--- config.mk ---
export PLATFORM = sky130hd
export DESIGN_NAME = adaptive_hs_pwm_gate_sequencer
export DESIGN_NICKNAME = d
export VERILOG_FILES = /design/src/hs_pwm_seq_pkg.sv /design/src/adaptive_hs_pwm_gate_sequencer.sv
export SDC_FILE = /design/constraint.sdc
export NUM_CORES = 1
export LEC_CHECK = 0
export ABC_AREA = 1
export CAP_MARGIN = 20
export CORE_AREA = 10 10 144 146
export CTS_CLUSTER_SIZE = 14
export DETAILED_ROUTE_END_ITERATION = 6
export DIE_AREA = 0 0 154 156
export DONT_BUFFER_PORTS = 1
export GPL_TIMING_DRIVEN = 1
export PLACE_DENSITY = 0.6
export SYNTH_ARGS = -nofsm -noshare
export SYNTH_HDL_FRONTEND = slang
export SYNTH_SLANG_ARGS = --single-unit
--- constraint.sdc ---
create_clock -name clk_sys_i -period 5.9 [get_ports clk_sys_i]
set_input_delay 1.77 -clock clk_sys_i [delete_from_list [all_inputs] [get_ports clk_sys_i]]
set_output_delay 1.77 -clock clk_sys_i [all_outputs]
set_load 0.02 [all_outputs]
--- src/hs_pwm_seq_pkg.sv ---
package hs_pwm_seq_pkg;
    localparam int CODE_W = 6;
    localparam int TIME_W = 8;
    localparam int DLY_W = 8;
    // Lowest current step, code 0
    localparam logic [5:0] CODE_MIN = 6'h00;
    localparam logic [5:0] CODE_RESET = 6'h00;
    localparam logic [1:0] STEP_SINGLE = 2'h1;
    localparam logic [1:0] STEP_DOUBLE = 2'h2;
    // Adaptive modes of the gate mode field
    localparam logic [1:0] MODE_ADAPT_A = 2'h2;
    localparam logic [1:0] MODE_ADAPT_B = 2'h3;
    localparam logic [7:0] TIMER_RESET = 8'h00;
    localparam logic [7:0] DELAY_RESET = 8'h00;
    localparam logic [7:0] DELAY_SAT = 8'hff;

    typedef enum logic [1:0] {
        SRC_OFF,
        SRC_FIXED,
        SRC_ADAPT,
        SRC_RAMP
    } src_sel_t;

    typedef enum {
        ST_IDLE,
        ST_ON_PROT,
        ST_PRECHG,
        ST_CHARGE,
        ST_POSTCHG,
        ST_ON,
        ST_SYMM,
        ST_PREDCHG,
        ST_DISCHG,
        ST_FW_CHG
    } seq_state_t;
endpackage : hs_pwm_seq_pkg
--- src/adaptive_hs_pwm_gate_sequencer.sv ---
`timescale 1ns/1ps
// Summary of operation
// - Active freewheel: protection interval, low-side discharged first
// - Then high-side precharge with adaptive code
// - Charge at setting, measure turn-on, end at high threshold
// - Postcharge ramps code per cycle up to maximum, ends at filter end
// - Adapt only in the two adaptive modes
// - Codes clamped between lowest step and maximum
// - Enable sets precharge code to min(init, max)
// - No filter: raise if slow, lower if fast
// - Step size one or two by step bit
// - Filter: change only on two agreeing cycles
// - Active freewheel: turn-off delayed by freewheel protection
// - Then predischarge with adaptive code for duration
// - Discharge at setting, measure, end at protection expiry
// - Low-side off during protection, then freewheel charge
// - Enable sets predischarge code to min(init, max)
// - No filter: predischarge raise if slow, lower fast
// - Filter: predischarge changes on two agreeing cycles
// - Passive freewheel: low-side always off
// - Passive: no protection at rising edge
// - Passive: no protection at falling edge
// - PWM input synchronised by two flip-flops
// - Protection and blank times come from ports
module adaptive_hs_pwm_gate_sequencer
    import hs_pwm_seq_pkg::*;
(
    input wire logic clk_sys_i,
    input wire logic reset_i,
    input wire logic pwm_input_i,
    input wire logic switch_node_high_i,
    input wire logic switch_node_low_i,
    input wire logic active_freewheel_enable_i,
    input wire logic [1:0] adaptive_gate_mode_i,
    input wire logic adapt_filter_enable_i,
    input wire logic adapt_step_double_i,
    input wire logic bridge_pwm_enable_i,
    input wire logic bridge_pwm_enable_write_i,
    input wire logic [5:0] charge_current_setting_i,
    input wire logic [5:0] discharge_current_setting_i,
    input wire logic [5:0] freewheel_gate_current_i,
    input wire logic [5:0] max_gate_current_i,
    input wire logic [5:0] precharge_initial_value_i,
    input wire logic [5:0] predischarge_initial_value_i,
    input wire logic [7:0] freewheel_protection_time_i,
    input wire logic [7:0] active_protection_time_i,
    input wire logic [7:0] drain_source_filter_time_i,
    input wire logic [7:0] precharge_duration_i,
    input wire logic [7:0] predischarge_duration_i,
    input wire logic [7:0] turn_on_target_i,
    input wire logic [7:0] turn_off_target_i,
    output logic hs_charge_en_o,
    output logic hs_discharge_en_o,
    output logic [5:0] hs_current_code_o,
    output logic ls_charge_en_o,
    output logic ls_discharge_en_o,
    output logic [5:0] ls_current_code_o,
    output logic [5:0] precharge_current_code_o,
    output logic [5:0] predischarge_current_code_o,
    output logic [7:0] turn_on_delay_o,
    output logic [7:0] turn_off_delay_o,
    output logic delay_update_o
);

    ////////////////////////////////////////////////////////////////////////
    // Input synchroniser
    logic pwm_meta_reg;
    logic pwm_sync_reg;
    logic pwm_prev_reg;
    logic sh_high_meta_reg;
    logic sh_high_reg;
    logic sh_low_meta_reg;
    logic sh_low_reg;

    always_ff @(posedge clk_sys_i) begin
        if (reset_i) begin
            pwm_meta_reg <= 1'b0;
            pwm_sync_reg <= 1'b0;
            pwm_prev_reg <= 1'b0;
            sh_high_meta_reg <= 1'b0;
            sh_high_reg <= 1'b0;
            sh_low_meta_reg <= 1'b0;
            sh_low_reg <= 1'b0;
        end else begin
            pwm_meta_reg <= pwm_input_i;
            pwm_sync_reg <= pwm_meta_reg;
            pwm_prev_reg <= pwm_sync_reg;
            sh_high_meta_reg <= switch_node_high_i;
            sh_high_reg <= sh_high_meta_reg;
            sh_low_meta_reg <= switch_node_low_i;
            sh_low_reg <= sh_low_meta_reg;
        end
    end

    logic pwm_rise;
    logic pwm_fall;
    assign pwm_rise = pwm_sync_reg & ~pwm_prev_reg;
    assign pwm_fall = ~pwm_sync_reg & pwm_prev_reg;

    ////////////////////////////////////////////////////////////////////////
    // Phase sequencer
    seq_state_t state_reg, state_next;
    logic [7:0] timer_reg, timer_next;
    logic [7:0] timer2_reg, timer2_next;
    logic [7:0] dly_reg, dly_next;
    logic [5:0] ramp_reg, ramp_next;
    logic [7:0] ton_reg, ton_next;
    logic [7:0] toff_reg, toff_next;
    logic on_done_reg, on_done_next;
    logic off_done_reg, off_done_next;
    logic [5:0] pchg_reg, pchg_next;
    logic [5:0] pdchg_reg, pdchg_next;

    // Abort on an opposite edge mid-sequence so the bridge follows PWM
    always_comb begin
        state_next = state_reg;
        timer_next = timer_reg;
        timer2_next = timer2_reg;
        dly_next = dly_reg;
        ramp_next = ramp_reg;
        ton_next = ton_reg;
        toff_next = toff_reg;
        on_done_next = 1'b0;
        off_done_next = 1'b0;
        if (timer_reg != TIMER_RESET) timer_next = timer_reg - 8'h01;
        if (timer2_reg != TIMER_RESET) timer2_next = timer2_reg - 8'h01;
        // Turn-off count freezes at the low threshold, read at expiry
        if (dly_reg != DELAY_SAT &&
            !(sh_low_reg && (state_reg == ST_PREDCHG ||
                             state_reg == ST_DISCHG))) begin
            dly_next = dly_reg + 8'h01;
        end
        if (pwm_rise) begin
            dly_next = DELAY_RESET;
            if (active_freewheel_enable_i) begin
                state_next = ST_ON_PROT;
                timer_next = freewheel_protection_time_i;
            end else begin
                state_next = ST_PRECHG;
                timer_next = precharge_duration_i;
            end
        end else if (pwm_fall) begin
            dly_next = DELAY_RESET;
            if (active_freewheel_enable_i) begin
                state_next = ST_SYMM;
                timer_next = freewheel_protection_time_i;
            end else begin
                state_next = ST_PREDCHG;
                timer_next = predischarge_duration_i;
                timer2_next = active_protection_time_i;
            end
        end else begin
            unique case (state_reg)
                ST_IDLE, ST_ON: begin
                end
                ST_ON_PROT: begin
                    if (timer_reg == TIMER_RESET) begin
                        state_next = ST_PRECHG;
                        timer_next = precharge_duration_i;
                    end
                end
                ST_PRECHG: begin
                    if (timer_reg == TIMER_RESET) state_next = ST_CHARGE;
                end
                ST_CHARGE: begin
                    if (sh_high_reg) begin
                        state_next = ST_POSTCHG;
                        ton_next = dly_reg;
                        on_done_next = 1'b1;
                        ramp_next = charge_current_setting_i;
                        timer_next = drain_source_filter_time_i;
                    end
                end
                ST_POSTCHG: begin
                    if (ramp_reg < max_gate_current_i) begin
                        ramp_next = ramp_reg + 6'h01;
                    end
                    if (timer_reg == TIMER_RESET) state_next = ST_ON;
                end
                ST_SYMM: begin
                    if (timer_reg == TIMER_RESET) begin
                        state_next = ST_PREDCHG;
                        timer_next = predischarge_duration_i;
                        timer2_next = active_protection_time_i;
                        dly_next = DELAY_RESET;
                    end
                end
                ST_PREDCHG: begin
                    if (timer_reg == TIMER_RESET) state_next = ST_DISCHG;
                end
                ST_DISCHG: begin
                    if (timer2_reg == TIMER_RESET) begin
                        toff_next = dly_reg;
                        off_done_next = 1'b1;
                        state_next = ST_FW_CHG;
                        timer_next = drain_source_filter_time_i;
                    end
                end
                ST_FW_CHG: begin
                    if (timer_reg == TIMER_RESET) state_next = ST_IDLE;
                end
            endcase
        end
    end

    ////////////////////////////////////////////////////////////////////////
    // Current code adaptation
    logic adapt_on;
    logic [5:0] step;
    logic on_slow_reg, on_slow_next;
    logic on_fast_reg, on_fast_next;
    logic off_slow_reg, off_slow_next;
    logic off_fast_reg, off_fast_next;

    // Adaptive mode gates self-adjustment
    assign adapt_on = (adaptive_gate_mode_i == MODE_ADAPT_A) ||
                      (adaptive_gate_mode_i == MODE_ADAPT_B);
    assign step = {4'h0, adapt_step_double_i ? STEP_DOUBLE
                                             : STEP_SINGLE};

    function automatic logic [5:0] adapt_code(
        input logic [5:0] code,
        input logic slow,
        input logic fast,
        input logic slow_prev,
        input logic fast_prev,
        input logic filt,
        input logic [5:0] stp,
        input logic [5:0] maxc
    );
        logic up;
        logic down;
        logic [6:0] sum;
        logic [5:0] res;
        up = filt ? (slow & slow_prev) : slow;
        down = filt ? (fast & fast_prev) : fast;
        sum = {1'b0, code} + {1'b0, stp};
        res = code;
        if (up) res = (sum > {1'b0, maxc}) ? maxc : sum[5:0];
        if (down) res = (code < stp) ? CODE_MIN : code - stp;
        if (res > maxc) res = maxc;
        return res;
    endfunction : adapt_code

    always_comb begin
        pchg_next = pchg_reg;
        pdchg_next = pdchg_reg;
        on_slow_next = on_slow_reg;
        on_fast_next = on_fast_reg;
        off_slow_next = off_slow_reg;
        off_fast_next = off_fast_reg;
        if (bridge_pwm_enable_write_i && bridge_pwm_enable_i) begin
            pchg_next = (precharge_initial_value_i < max_gate_current_i)
                ? precharge_initial_value_i : max_gate_current_i;
            pdchg_next = (predischarge_initial_value_i < max_gate_current_i)
                ? predischarge_initial_value_i
                : max_gate_current_i;
        end else begin
            if (on_done_reg) begin
                on_slow_next = ton_reg > turn_on_target_i;
                on_fast_next = ton_reg < turn_on_target_i;
                if (adapt_on) begin
                    pchg_next = adapt_code(pchg_reg, on_slow_next,
                        on_fast_next, on_slow_reg, on_fast_reg,
                        adapt_filter_enable_i, step, max_gate_current_i);
                end
            end
            if (off_done_reg) begin
                off_slow_next = toff_reg > turn_off_target_i;
                off_fast_next = toff_reg < turn_off_target_i;
                if (adapt_on) begin
                    pdchg_next = adapt_code(pdchg_reg, off_slow_next,
                        off_fast_next, off_slow_reg, off_fast_reg,
                        adapt_filter_enable_i, step, max_gate_current_i);
                end
            end
        end
    end

    always_ff @(posedge clk_sys_i) begin
        if (reset_i) begin
            state_reg <= ST_IDLE;
            timer_reg <= TIMER_RESET;
            timer2_reg <= TIMER_RESET;
            dly_reg <= DELAY_RESET;
            ramp_reg <= CODE_RESET;
            ton_reg <= DELAY_RESET;
            toff_reg <= DELAY_RESET;
            on_done_reg <= 1'b0;
            off_done_reg <= 1'b0;
            pchg_reg <= CODE_RESET;
            pdchg_reg <= CODE_RESET;
            on_slow_reg <= 1'b0;
            on_fast_reg <= 1'b0;
            off_slow_reg <= 1'b0;
            off_fast_reg <= 1'b0;
        end else begin
            state_reg <= state_next;
            timer_reg <= timer_next;
            timer2_reg <= timer2_next;
            dly_reg <= dly_next;
            ramp_reg <= ramp_next;
            ton_reg <= ton_next;
            toff_reg <= toff_next;
            on_done_reg <= on_done_next;
            off_done_reg <= off_done_next;
            pchg_reg <= pchg_next;
            pdchg_reg <= pdchg_next;
            on_slow_reg <= on_slow_next;
            on_fast_reg <= on_fast_next;
            off_slow_reg <= off_slow_next;
            off_fast_reg <= off_fast_next;
        end
    end

    ////////////////////////////////////////////////////////////////////////
    // Gate drive outputs
    logic afw;
    assign afw = active_freewheel_enable_i;

    always_comb begin
        hs_charge_en_o = 1'b0;
        hs_discharge_en_o = 1'b0;
        hs_current_code_o = CODE_RESET;
        ls_charge_en_o = 1'b0;
        ls_discharge_en_o = 1'b0;
        ls_current_code_o = CODE_RESET;
        unique case (state_reg)
            ST_ON_PROT: begin
                ls_discharge_en_o = afw;
                ls_current_code_o = freewheel_gate_current_i;
            end
            ST_PRECHG: begin
                hs_charge_en_o = 1'b1;
                hs_current_code_o = pchg_reg;
            end
            ST_CHARGE: begin
                hs_charge_en_o = 1'b1;
                hs_current_code_o = charge_current_setting_i;
            end
            ST_POSTCHG, ST_ON: begin
                hs_charge_en_o = 1'b1;
                hs_current_code_o = (state_reg == ST_ON)
                    ? max_gate_current_i : ramp_reg;
            end
            ST_PREDCHG: begin
                hs_discharge_en_o = 1'b1;
                hs_current_code_o = pdchg_reg;
            end
            ST_DISCHG: begin
                hs_discharge_en_o = 1'b1;
                hs_current_code_o = discharge_current_setting_i;
            end
            ST_FW_CHG: begin
                // Passive freewheel never turns the low side on
                ls_charge_en_o = afw & sh_low_reg;
                ls_current_code_o = freewheel_gate_current_i;
            end
            ST_IDLE, ST_SYMM: begin
            end
        endcase
    end

    assign precharge_current_code_o = pchg_reg;
    assign predischarge_current_code_o = pdchg_reg;
    assign turn_on_delay_o = ton_reg;
    assign turn_off_delay_o = toff_reg;
    assign delay_update_o = on_done_reg | off_done_reg;

endmodule : adaptive_hs_pwm_gate_sequencer

# [Word level (Yosys, flattened, before mapping)]
# Cells that the tools add are included.
[op_classes] n_addsub=8 n_lt_le_gt_ge=13 n_eq_ne=25 n_mux=73 bitwise_logic=15 n_reduce_logical=30
[op_table] op="two-way mux 32 bit" n=10
[op_table] op="case mux 32 bit (8 select lines)" n=1
[op_table] op="two-way mux 6 bit" n=28
[op_table] op="two-way mux 8 bit" n=18
[op_table] op="== test 32 x 3 -> 1 bit (second input constant)" n=4
[op_table] op="== test 32 x 4 -> 1 bit (second input constant)" n=4
[op_table] op="== test 32 x 2 -> 1 bit (second input constant)" n=2
[op_table] op="== test 32 x 1 -> 1 bit (second input constant)" n=1
[op_table] op="== test 32 x 5 -> 1 bit (second input constant)" n=1
[op_table] op="inequality test 4 bit (second input constant)" n=8
[op_table] op="case mux 8 bit (4 select lines)" n=1
[op_table] op="case mux 6 bit (5 select lines)" n=1
[op_table] op="< comparator 6 bit" n=3
[op_table] op="greater-than comparator 8 bit" n=2
[op_table] op="logical NOT 8 bit" n=2
[op_table] op="< comparator 8 bit" n=2
[op_table] op="nonzero test 8 bit" n=2
[op_table] op="subtractor 8 x 1 -> 8 bit (second input constant)" n=2
[op_table] op="adder 6 x 2 -> 7 bit" n=2
[op_table] op="greater-than comparator 7 x 6 -> 1 bit" n=2
[op_table] op="greater-than comparator 6 bit" n=2
[op_table] op="< comparator 6 x 2 -> 1 bit" n=2
[op_table] op="case mux 6 bit (2 select lines)" n=1
[op_table] op="OR reduction 4 bit" n=3
[op_table] op="other kinds (22)" n=60
[word_totals] reg_bits=103 inputBits=104 output_inout_bits=45 word_cells=186

# [Depth between registers and ports, before layout]
# Gate-level depths: netlist of the first run.
[depth] word_depth=14 mapped_depth=34 ltp_nobuf=32

# [Worst setup path before layout of the first run]
# OpenSTA, ideal clock, no wires.
[synth_timing] kind="input-to-reg" startpoint="input port adapt_step_double_i" endpoint="register pdchg_reg[0], in the netlist predischarge_current_code_o[0]" arrival_ps=5164 setup_slack_ps=627 cell_stages=29 n_path_buf=1 cell_sequence="inv_1 ha_1 fa_1 nand3_2 xor2_1 inv_1 ha_1 nand3_1 nand3_1 nor2_1 nand2_2 nand2_2 inv_1 nand2_1 nand3_1 nand2_1 nand2_1 ha_1 inv_1 o21bai_1 a21oi_1 nor2_1 o22ai_1 clkbuf_1 nand3_1 nand2_1 nand3_1 nand2_1 inv_1"
[synth_between] elab_chain_cells=14
[synth_rtl] element="start, declared" line_no="adaptive_hs_pwm_gate_sequencer.sv:36" source="input wire logic adapt_step_double_i,"
[synth_rtl] element="two-way mux 2 bit *" line_no="adaptive_hs_pwm_gate_sequencer.sv:218" source="assign step = {4'h0, adapt_step_double_i ? STEP_DOUBLE"
[synth_rtl] element="adder 6 x 2 -> 7 bit" line_no="adaptive_hs_pwm_gate_sequencer.sv:237" source="sum = {1'b0, code} + {1'b0, stp};"
[synth_rtl] element="greater-than comparator 7 x 6 -> 1 bit" line_no="adaptive_hs_pwm_gate_sequencer.sv:239" source="if (up) res = (sum > {1'b0, maxc}) ? maxc : sum[5:0];"
[synth_rtl] element="two-way mux 6 bit (2 in series)" line_no="adaptive_hs_pwm_gate_sequencer.sv:239"
[synth_rtl] element="two-way mux 6 bit *" line_no="adaptive_hs_pwm_gate_sequencer.sv:240" source="if (down) res = (code < stp) ? CODE_MIN : code - stp;"
[synth_rtl] element="two-way mux 6 bit *" line_no="adaptive_hs_pwm_gate_sequencer.sv:271" source="if (adapt_on) begin"
[synth_rtl] element="two-way mux 6 bit *" line_no="adaptive_hs_pwm_gate_sequencer.sv:268" source="if (off_done_reg) begin"
[synth_rtl] element="two-way mux 6 bit *" line_no="adaptive_hs_pwm_gate_sequencer.sv:252" source="if (bridge_pwm_enable_write_i && bridge_pwm_enable_i) begin"
[synth_rtl] element="greater-than comparator 6 bit" line_no="adaptive_hs_pwm_gate_sequencer.sv:241" source="if (res > maxc) res = maxc;"
[synth_rtl] element="two-way mux 6 bit *" line_no="adaptive_hs_pwm_gate_sequencer.sv:241"
[synth_rtl] element="two-way mux 6 bit *" line_no="adaptive_hs_pwm_gate_sequencer.sv:271"
[synth_rtl] element="two-way mux 6 bit *" line_no="adaptive_hs_pwm_gate_sequencer.sv:268"
[synth_rtl] element="two-way mux 6 bit *" line_no="adaptive_hs_pwm_gate_sequencer.sv:252"
[synth_rtl] element="end signal, assigned" line_no="adaptive_hs_pwm_gate_sequencer.sv:308" source="pdchg_reg <= pdchg_next;"
[synth_rtl] element="end, declared" line_no="adaptive_hs_pwm_gate_sequencer.sv:112" source="logic [5:0] pdchg_reg, pdchg_next;"
# Mark *: on every way between the ends. The rest lies on a longest branch, timed or not. The select of a mux whose other input is x is not followed.
# A chain may end at the register's enable or synchronous reset.

# [Final worst setup path of the first run]
[layout_timing] startpoint="input port adapt_step_double_i" endpoint="register pdchg_reg[1], in the netlist predischarge_current_code_o[1]"
# Same word-level chain as after synthesis.

==> metrics.csv, run 1 <==
stage;metric;value;unit
outcome;run status;complete, no violations;
sta;Final Max Slew Viols;0;
final_layout;nets@finish;1288;
final_layout;Sequential Area;1500;µm²
logic_synthesis;ys flop type;dfxtp_1;
setup_path;WP data arrival;5550;ps
logic_synthesis;syn_nets;1296;
final_layout;commonest non-fill, non-tap cell in the layout;nand2_1;
sta;fmax;0.188;GHz
logic_synthesis;Avg Cell Area, Syn;6.30;µm²
sta;Layout Skew;7.04;ps
clock_tree;Clock Root Buffer;clkbuf_16;
setup_path;crit path launch;adapt_step_double_i;
floorplanning;Top Ports;149;
logic_synthesis;Synth Instances;1118;
setup_path;delay-heaviest family, CP;simple AND/OR/NAND/NOR gates;
logic_synthesis;xor/xnor share of the synthesized area;2.61;%
logic_synthesis;post-synth top area share;21.3;%
setup_path;Crit. End Element;flop;
setup_path;Crit Path Max Fanout;8;
floorplanning;Initial Utilization;39.5;%
grt;gr ovfl total;0;
grt;initial antenna violation count;2;
sta;Worst Tran Pin Value;703;ps
clock_tree;CTS tree;yes;
final_layout;area of the multi-input gates;4720;µm²
route;wire per inst;15.9;µm
logic_synthesis;post-synthesis sequential area ratio;21.3;%
logic_synthesis;post-synthesis mux area share;0;%
clock_tree;clk buf depth;2;
sta;setup violators final;0;
final_layout;Fillers;1924;
sta;WHS;405;ps
floorplanning;core area;17800;µm²
worst_hold_path;Min-Delay Path Depth;2;
worst_hold_path;Min-Delay Endpoint;sh_high_reg;
grt;largest net degree at the start of global routing;37;
floorplanning;FP Rows;49;
sta;final hold viol count;0;
logic_synthesis;Synth Area in Simple Gates;29.9;%
grt;first-pass GRT wire length;34.9;mm
logic_synthesis;Synth Area in Adders;13.6;%
clock_tree;H-tree depth;3;
sta;Total Neg Setup Slack;0;ps
logic_synthesis;Post-synth ARST share;0;%
route;DRC violations left;0;
clock_tree;CTS sink count;75;
pwr;pwr dens;297;nW/µm²
place;GP Congestion;0.881;
place;DP Area;7270;µm²
final_layout;ratio of cells with drive above 1 in the final layout;7.26;%
sta;RSZ-0062 raised after global routing;false;
place;DP HPWL;17.2;mm
setup_path;Critical R2R Launch;precharge_current_code_o[1];
pwr;leakage;3.75;nW
job;Max Cap Viol;0;
route;initial DRC count;417;
grt;GRT Total Usage;17.4;%
setup_path;worst reg-to-reg path cell count;27;
sta;Period Utilization, post-route;90.1;%
floorplanning;die width;154;µm
setup_path;CP Launch Type;primary input;
pwr;Pwr Total;2.26;mW
worst_hold_path;hold_sp;sh_high_meta_reg;
place;port bufs;0;
setup_path;CP Buf/Inv Count;5;
setup_path;crit path kind;primary input to flop;
pwr;worst vdd ir;176;µV
logic_synthesis;Netlist cell types;52;
logic_synthesis;largest family of logic cells by synthesized area;simple AND/OR/NAND/NOR gates;
route;detailed-router iteration count before antenna repair;5;
worst_hold_path;Hold Crit Class;flop to flop;
setup_path;slowest stage delay, CP;430;ps
clock_tree;total CTS buffers;9;
setup_path;r2r setup slk;1630;ps
grt;vias in the first global route;6676;
sta;Slew headroom;53.1;%
clock_tree;later-pin clock latency in the skew report;350;ps
logic_synthesis;complex-gate fraction of the synthesized area;20.9;%
clock_tree;CTS clk-pin slew, worst paths;70;ps
final_layout;Synth-to-Final Area Change;7.85;%
logic_synthesis;YS warnings;0;
logic_synthesis;area of the mapped netlist;7050;µm²
route;via/cell ratio;5.17;
route;vias post-DR;6950;
floorplanning;die area;24000;µm²
floorplanning;die height;156;µm
logic_synthesis;Yosys reg bits;75;
final_layout;most frequent cells in the layout;nand2_1, inv_1, o21ai_0, a21oi_1, nor2_1;
logic_synthesis;post-synth top area cell;dfxtp_1;
setup_path;R2R Path End;precharge_current_code_o[0];
logic_synthesis;EDFF count, synth;0;
setup_path;CP Data Required Time;6130;ps
final_layout;cell area after layout;7600;µm²
sta;Final min period;5320;ps
route;WL final;21.4;mm
setup_path;Slowest-stage cell, CP;fa_1;
logic_synthesis;Area contributors post-synth;dfxtp_1, nand2_1, ha_1;
clock_tree;postcts setup bufs;0;
route;Detail Route Antenna Nets;0;
==> per-layer routing <==
layer,vias to the layer above,wire length [µm],track usage [%]
li1,3667,-,-
met1,3073,9610,21.8
met2,190,9710,27.9
met3,18,1880,6.62
met4,2,231,3.64
met5,-,18,0
==> through the flow <==
stage	instances	worst slack [ps]	utilization, %
floorplan	1118	627	-
global placement	1326	263	40.8
detailed placement	1326	230	40.8
CTS	1342	582	42.5
global route	1344	69.4	42.6
finish	1345	583	42.6
==> kinds of logic (layout without fill, tap and decap cells) <==
kind of cell               Yosys count  count (layout)
AOI/OAI and AO/OA                  263             263
xor gates and xnor gates            21              21
adders and majority gates           74              74
buffers and inverters              215             212
DFF                                 75              75
other                                0               1
and+or+nand+nor                    470             470
==> synth_stat cells, drive strengths merged (5+ instances only) <==
cell type,number
nand2,252
or2,6
o211ai,6
o22ai,8
dfxtp,75
o221ai,5
clkbuf,19
a221oi,5
a21oi,99
nand3,80
xor2,18
o21ai,111
buf,13
inv,183
nand4,12
nor3,9
ha,70
nor2,104
==> worst register-to-register path: stages (launching register included) <==
cell and delay, ps:
dfxtp_1 700, ha_1 360, inv_1 60, nand3_1 100, nand2_1 100, nand2_1 80
o21ai_0 290, ha_1 300, nand3_1 100, nor2_1 70, o21ai_0 90, nand2_2 170
nand2_1 90, o21ai_1 60, nand2_1 60, nand2_1 50, nand2_1 80, inv_1 50
ha_1 280, nand2_1 70, nor2_1 120, o21ai_0 100, o211ai_1 90, nand2_1 240
o21ai_0 220, inv_1 50, a21oi_1 150, nor2_1 50
==> worst max path at each step <==
stage	slack, ps	end	depth (start not counted)
2_1_floorplan	630	predischarge_current_code_o[0]	29
3_3_place_gp	260	predischarge_current_code_o[4]	29
3_5_place_dp	230	precharge_current_code_o[0]	28
4_1_cts	580	precharge_current_code_o[0]	28
5_1_grt	70	precharge_current_code_o[0]	28
6_report	580	predischarge_current_code_o[1]	27
==> repair_timing <==
item                                    in CTS  in global routing
hold buffers                                 0                  0
gates resized for setup                      0                  1
endpoints found under the setup margin       0                  1
==> report_power, final <==
| part | internal (mW) | switching [mW] | total [mW] |
|---|---|---|---|
| Sequential | 0.587 | 0.0933 | 0.680 |
| Clock | 0.341 | 0.238 | 0.579 |
| Combinational | 0.360 | 0.640 | 1.00 |
==> layout make-up <==
| class | count | area share, % |
|---|---|---|
| diodes | 1 | 0.0329 |
| clock buffers | 11 | 3.19 |
| clock inverters | 5 | 0.790 |
| inverters | 183 | 9.04 |
| multi-input cells | 828 | 62.1 |
| flip-flops and latches | 75 | 19.8 |
| well taps | 229 | 3.77 |
| repair buffers | 13 | 1.35 |
Note: power is estimated with default switching activity, not from simulation.
==> run 2, diff against run 1 <==
--- a/config.mk
+++ b/config.mk
@@ -7,13 +7,13 @@
 export LEC_CHECK = 0
 export ABC_AREA = 1
 export CAP_MARGIN = 20
-export CORE_AREA = 10 10 144 146
+export CORE_AREA = 10 10 151 97
 export CTS_CLUSTER_SIZE = 14
 export DETAILED_ROUTE_END_ITERATION = 6
-export DIE_AREA = 0 0 154 156
+export DIE_AREA = 0 0 161 107
 export DONT_BUFFER_PORTS = 1
 export GPL_TIMING_DRIVEN = 1
-export PLACE_DENSITY = 0.6
+export PLACE_DENSITY = 0.81
 export SYNTH_ARGS = -nofsm -noshare
 export SYNTH_HDL_FRONTEND = slang
 export SYNTH_SLANG_ARGS = --single-unit
==> run 2 against run 1 <==
Net effect:
- register-to-register slack worse by 60 ps
- total power fell by 0.83%
- sequential share of layout area rose by 0.41 points
- non-clock buffer count decreased by 6
- die area down 28%
- first-iteration DRC count increased by 97%
- clock power shrank 9.2%
- critical endpoint is now predischarge_current_code_o[5]
- clock skew rose by 4.0 ps
- setup slack worse by 250 ps
==> metrics.csv, run 2 (same netlist as run 1, synthesis figures left out) <==
stage;metric;value;unit;change
floorplanning;die height;107;µm;was 156 µm
sta;Period Utilization, post-route;94.4;%;was 90.1%
grt;initial antenna violation count;0;;was 2
grt;gr ovfl total;0;;unchanged
pwr;worst vdd ir;139;µV;was 176 µV
final_layout;nets@finish;1282;;was 1288
clock_tree;H-tree depth;3;;unchanged
floorplanning;die area;17200;µm²;was 24000 µm²
setup_path;Crit Path Max Fanout;10;;was 8
final_layout;ratio of cells with drive above 1 in the final layout;6.94;%;was 7.26%
place;GP Congestion;0.981;;was 0.881
pwr;leakage;3.72;nW;was 3.75 nW
grt;first-pass GRT wire length;35.1;mm;was 34.9 mm
clock_tree;clk buf depth;2;;unchanged
clock_tree;later-pin clock latency in the skew report;340;ps;was 350 ps
clock_tree;CTS sink count;75;;unchanged
sta;final hold viol count;0;;unchanged
floorplanning;Initial Utilization;59.4;%;was 39.5%
final_layout;Synth-to-Final Area Change;5.65;%;was 7.85%
sta;Slew headroom;48.3;%;was 53.1%
sta;RSZ-0062 raised after global routing;false;;unchanged
clock_tree;post_cts resized;0;;unchanged
route;vias post-DR;7316;;was 6950
worst_hold_path;Min-Delay Path Depth;2;;unchanged
final_layout;commonest non-fill, non-tap cell in the layout;nand2_1;;unchanged
setup_path;CP Data Required Time;6110;ps;was 6130 ps
job;Max Cap Viol;0;;unchanged
clock_tree;postcts setup bufs;0;;unchanged
setup_path;Crit. End Element;flop;;unchanged
route;detailed-router iteration count before antenna repair;6;;was 5
place;DP Cell Count;1256;;was 1326
clock_tree;CTS tree;yes;;unchanged
place;DP HPWL;17.6;mm;was 17.2 mm
place;port bufs;0;;unchanged
worst_hold_path;Hold Crit Class;flop to flop;;unchanged
final_layout;post-route insts no fill;1274;;was 1345
sta;Total Neg Setup Slack;0;ps;unchanged
clock_tree;CTS clk-pin slew, worst paths;60;ps;was 70 ps
route;initial DRC count;822;;was 417
route;Detail Route Antenna Nets;0;;unchanged
clock_tree;post-cts hold buffer count;0;;unchanged
grt;largest net degree at the start of global routing;31;;was 37
sta;fmax;0.180;GHz;was 0.188 GHz
route;DRC violations left;0;;unchanged
floorplanning;die width;161;µm;was 154 µm
route;wire per inst;17.3;µm;was 15.9 µm
floorplanning;FP Rows;31;;was 49
outcome;run status;complete, no violations;;unchanged
pwr;pwr dens;301;nW/µm²;was 297 nW/µm²
sta;Final min period;5570;ps;was 5320 ps
setup_path;WP data arrival;5780;ps;was 5550 ps
sta;Worst Tran Pin Value;774;ps;was 703 ps
sta;setup violators final;0;;unchanged
setup_path;worst reg-to-reg path cell count;28;;was 27
route;WL final;22.0;mm;was 21.4 mm
grt;GRT Total Usage;24.7;%;was 17.4%
clock_tree;total CTS buffers;9;;unchanged
sta;Layout Skew;11.0;ps;was 7.04 ps
grt;vias in the first global route;6494;;was 6676
setup_path;CP Launch Type;primary input;;unchanged
route;via/cell ratio;5.74;;was 5.17
floorplanning;core area;11900;µm²;was 17800 µm²
final_layout;most frequent cells in the layout;nand2_1, inv_1, o21ai_0, a21oi_1, nor2_1;;unchanged
clock_tree;Clock Root Buffer;clkbuf_16;;unchanged
floorplanning;Top Ports;149;;unchanged
final_layout;diode count;0;;was 1
sta;Final Max Slew Viols;0;;unchanged
setup_path;crit path kind;primary input to flop;;unchanged
run 2: through the flow:
step	setup slack, ps	hold slack (ps)	total power [mW]	util, %	instance area [µm²]
5_1_grt	37.1	425	2.43	62.7	7450
3_5_place_dp	43.3	396	1.69	60.2	7150
2_1_floorplan	627	388	1.49	-	7050
6_report	331	403	2.24	62.7	7450
4_1_cts	399	405	2.23	62.6	7430
3_3_place_gp	200	397	1.67	60.2	7150
run 2: area by class of cell:
cell class	count	area, µm²
inverters	183	687
well taps	165	206
clock buffers	9	225
fillers	1152	4420
repair buffers	7	50.0
flip-flops and latches	75	1500
clock inverters	7	55.1
multi-input cells	828	4720
run 2: worst max-delay path: stages:
cell and delay, ps:
inv_1 190, ha_1 330, fa_1 440, nand3_2 140
xor2_1 250, inv_1 80, ha_1 300, nand3_1 90
nand3_1 80, nor2_1 120, nand2_2 100, nand2_2 150
inv_1 70, nand2_1 60, nand3_1 70, nand2_1 100
nand2_1 60, ha_1 300, inv_1 60, o21bai_1 60
a21oi_1 130, nor2_1 50, o22ai_1 190, buf_4 220
nand2_1 60, a21oi_1 260, nor2_1 70
run 2: routing by layer:
layer  part of all wire (%)  up-vias  wire length [µm]  GRT usage (%)
li1                       -     3661                 -              -
met1                     46     3265             10100           36.0
met2                     40      371              8750           34.3
met3                     14       19              2990           8.48
met4                   0.76        0               168           4.01
met5                      0        -                 0              0
run 2: report_power, final:
part	internal, mW	switching, mW
registers	0.587	0.0947
clock network	0.291	0.235
logic	0.357	0.676
total	1.23	1.01
run 2: worst paths after layout:
path	from	to	slack [ps]
worst min-delay path	sh_low_meta_reg	sh_low_reg	400
worst min register to register	sh_low_meta_reg	sh_low_reg	400
worst max register to register	predischarge_current_code_o[1]	predischarge_current_code_o[5]	1570
worst max-delay path	adapt_step_double_i	predischarge_current_code_o[5]	330
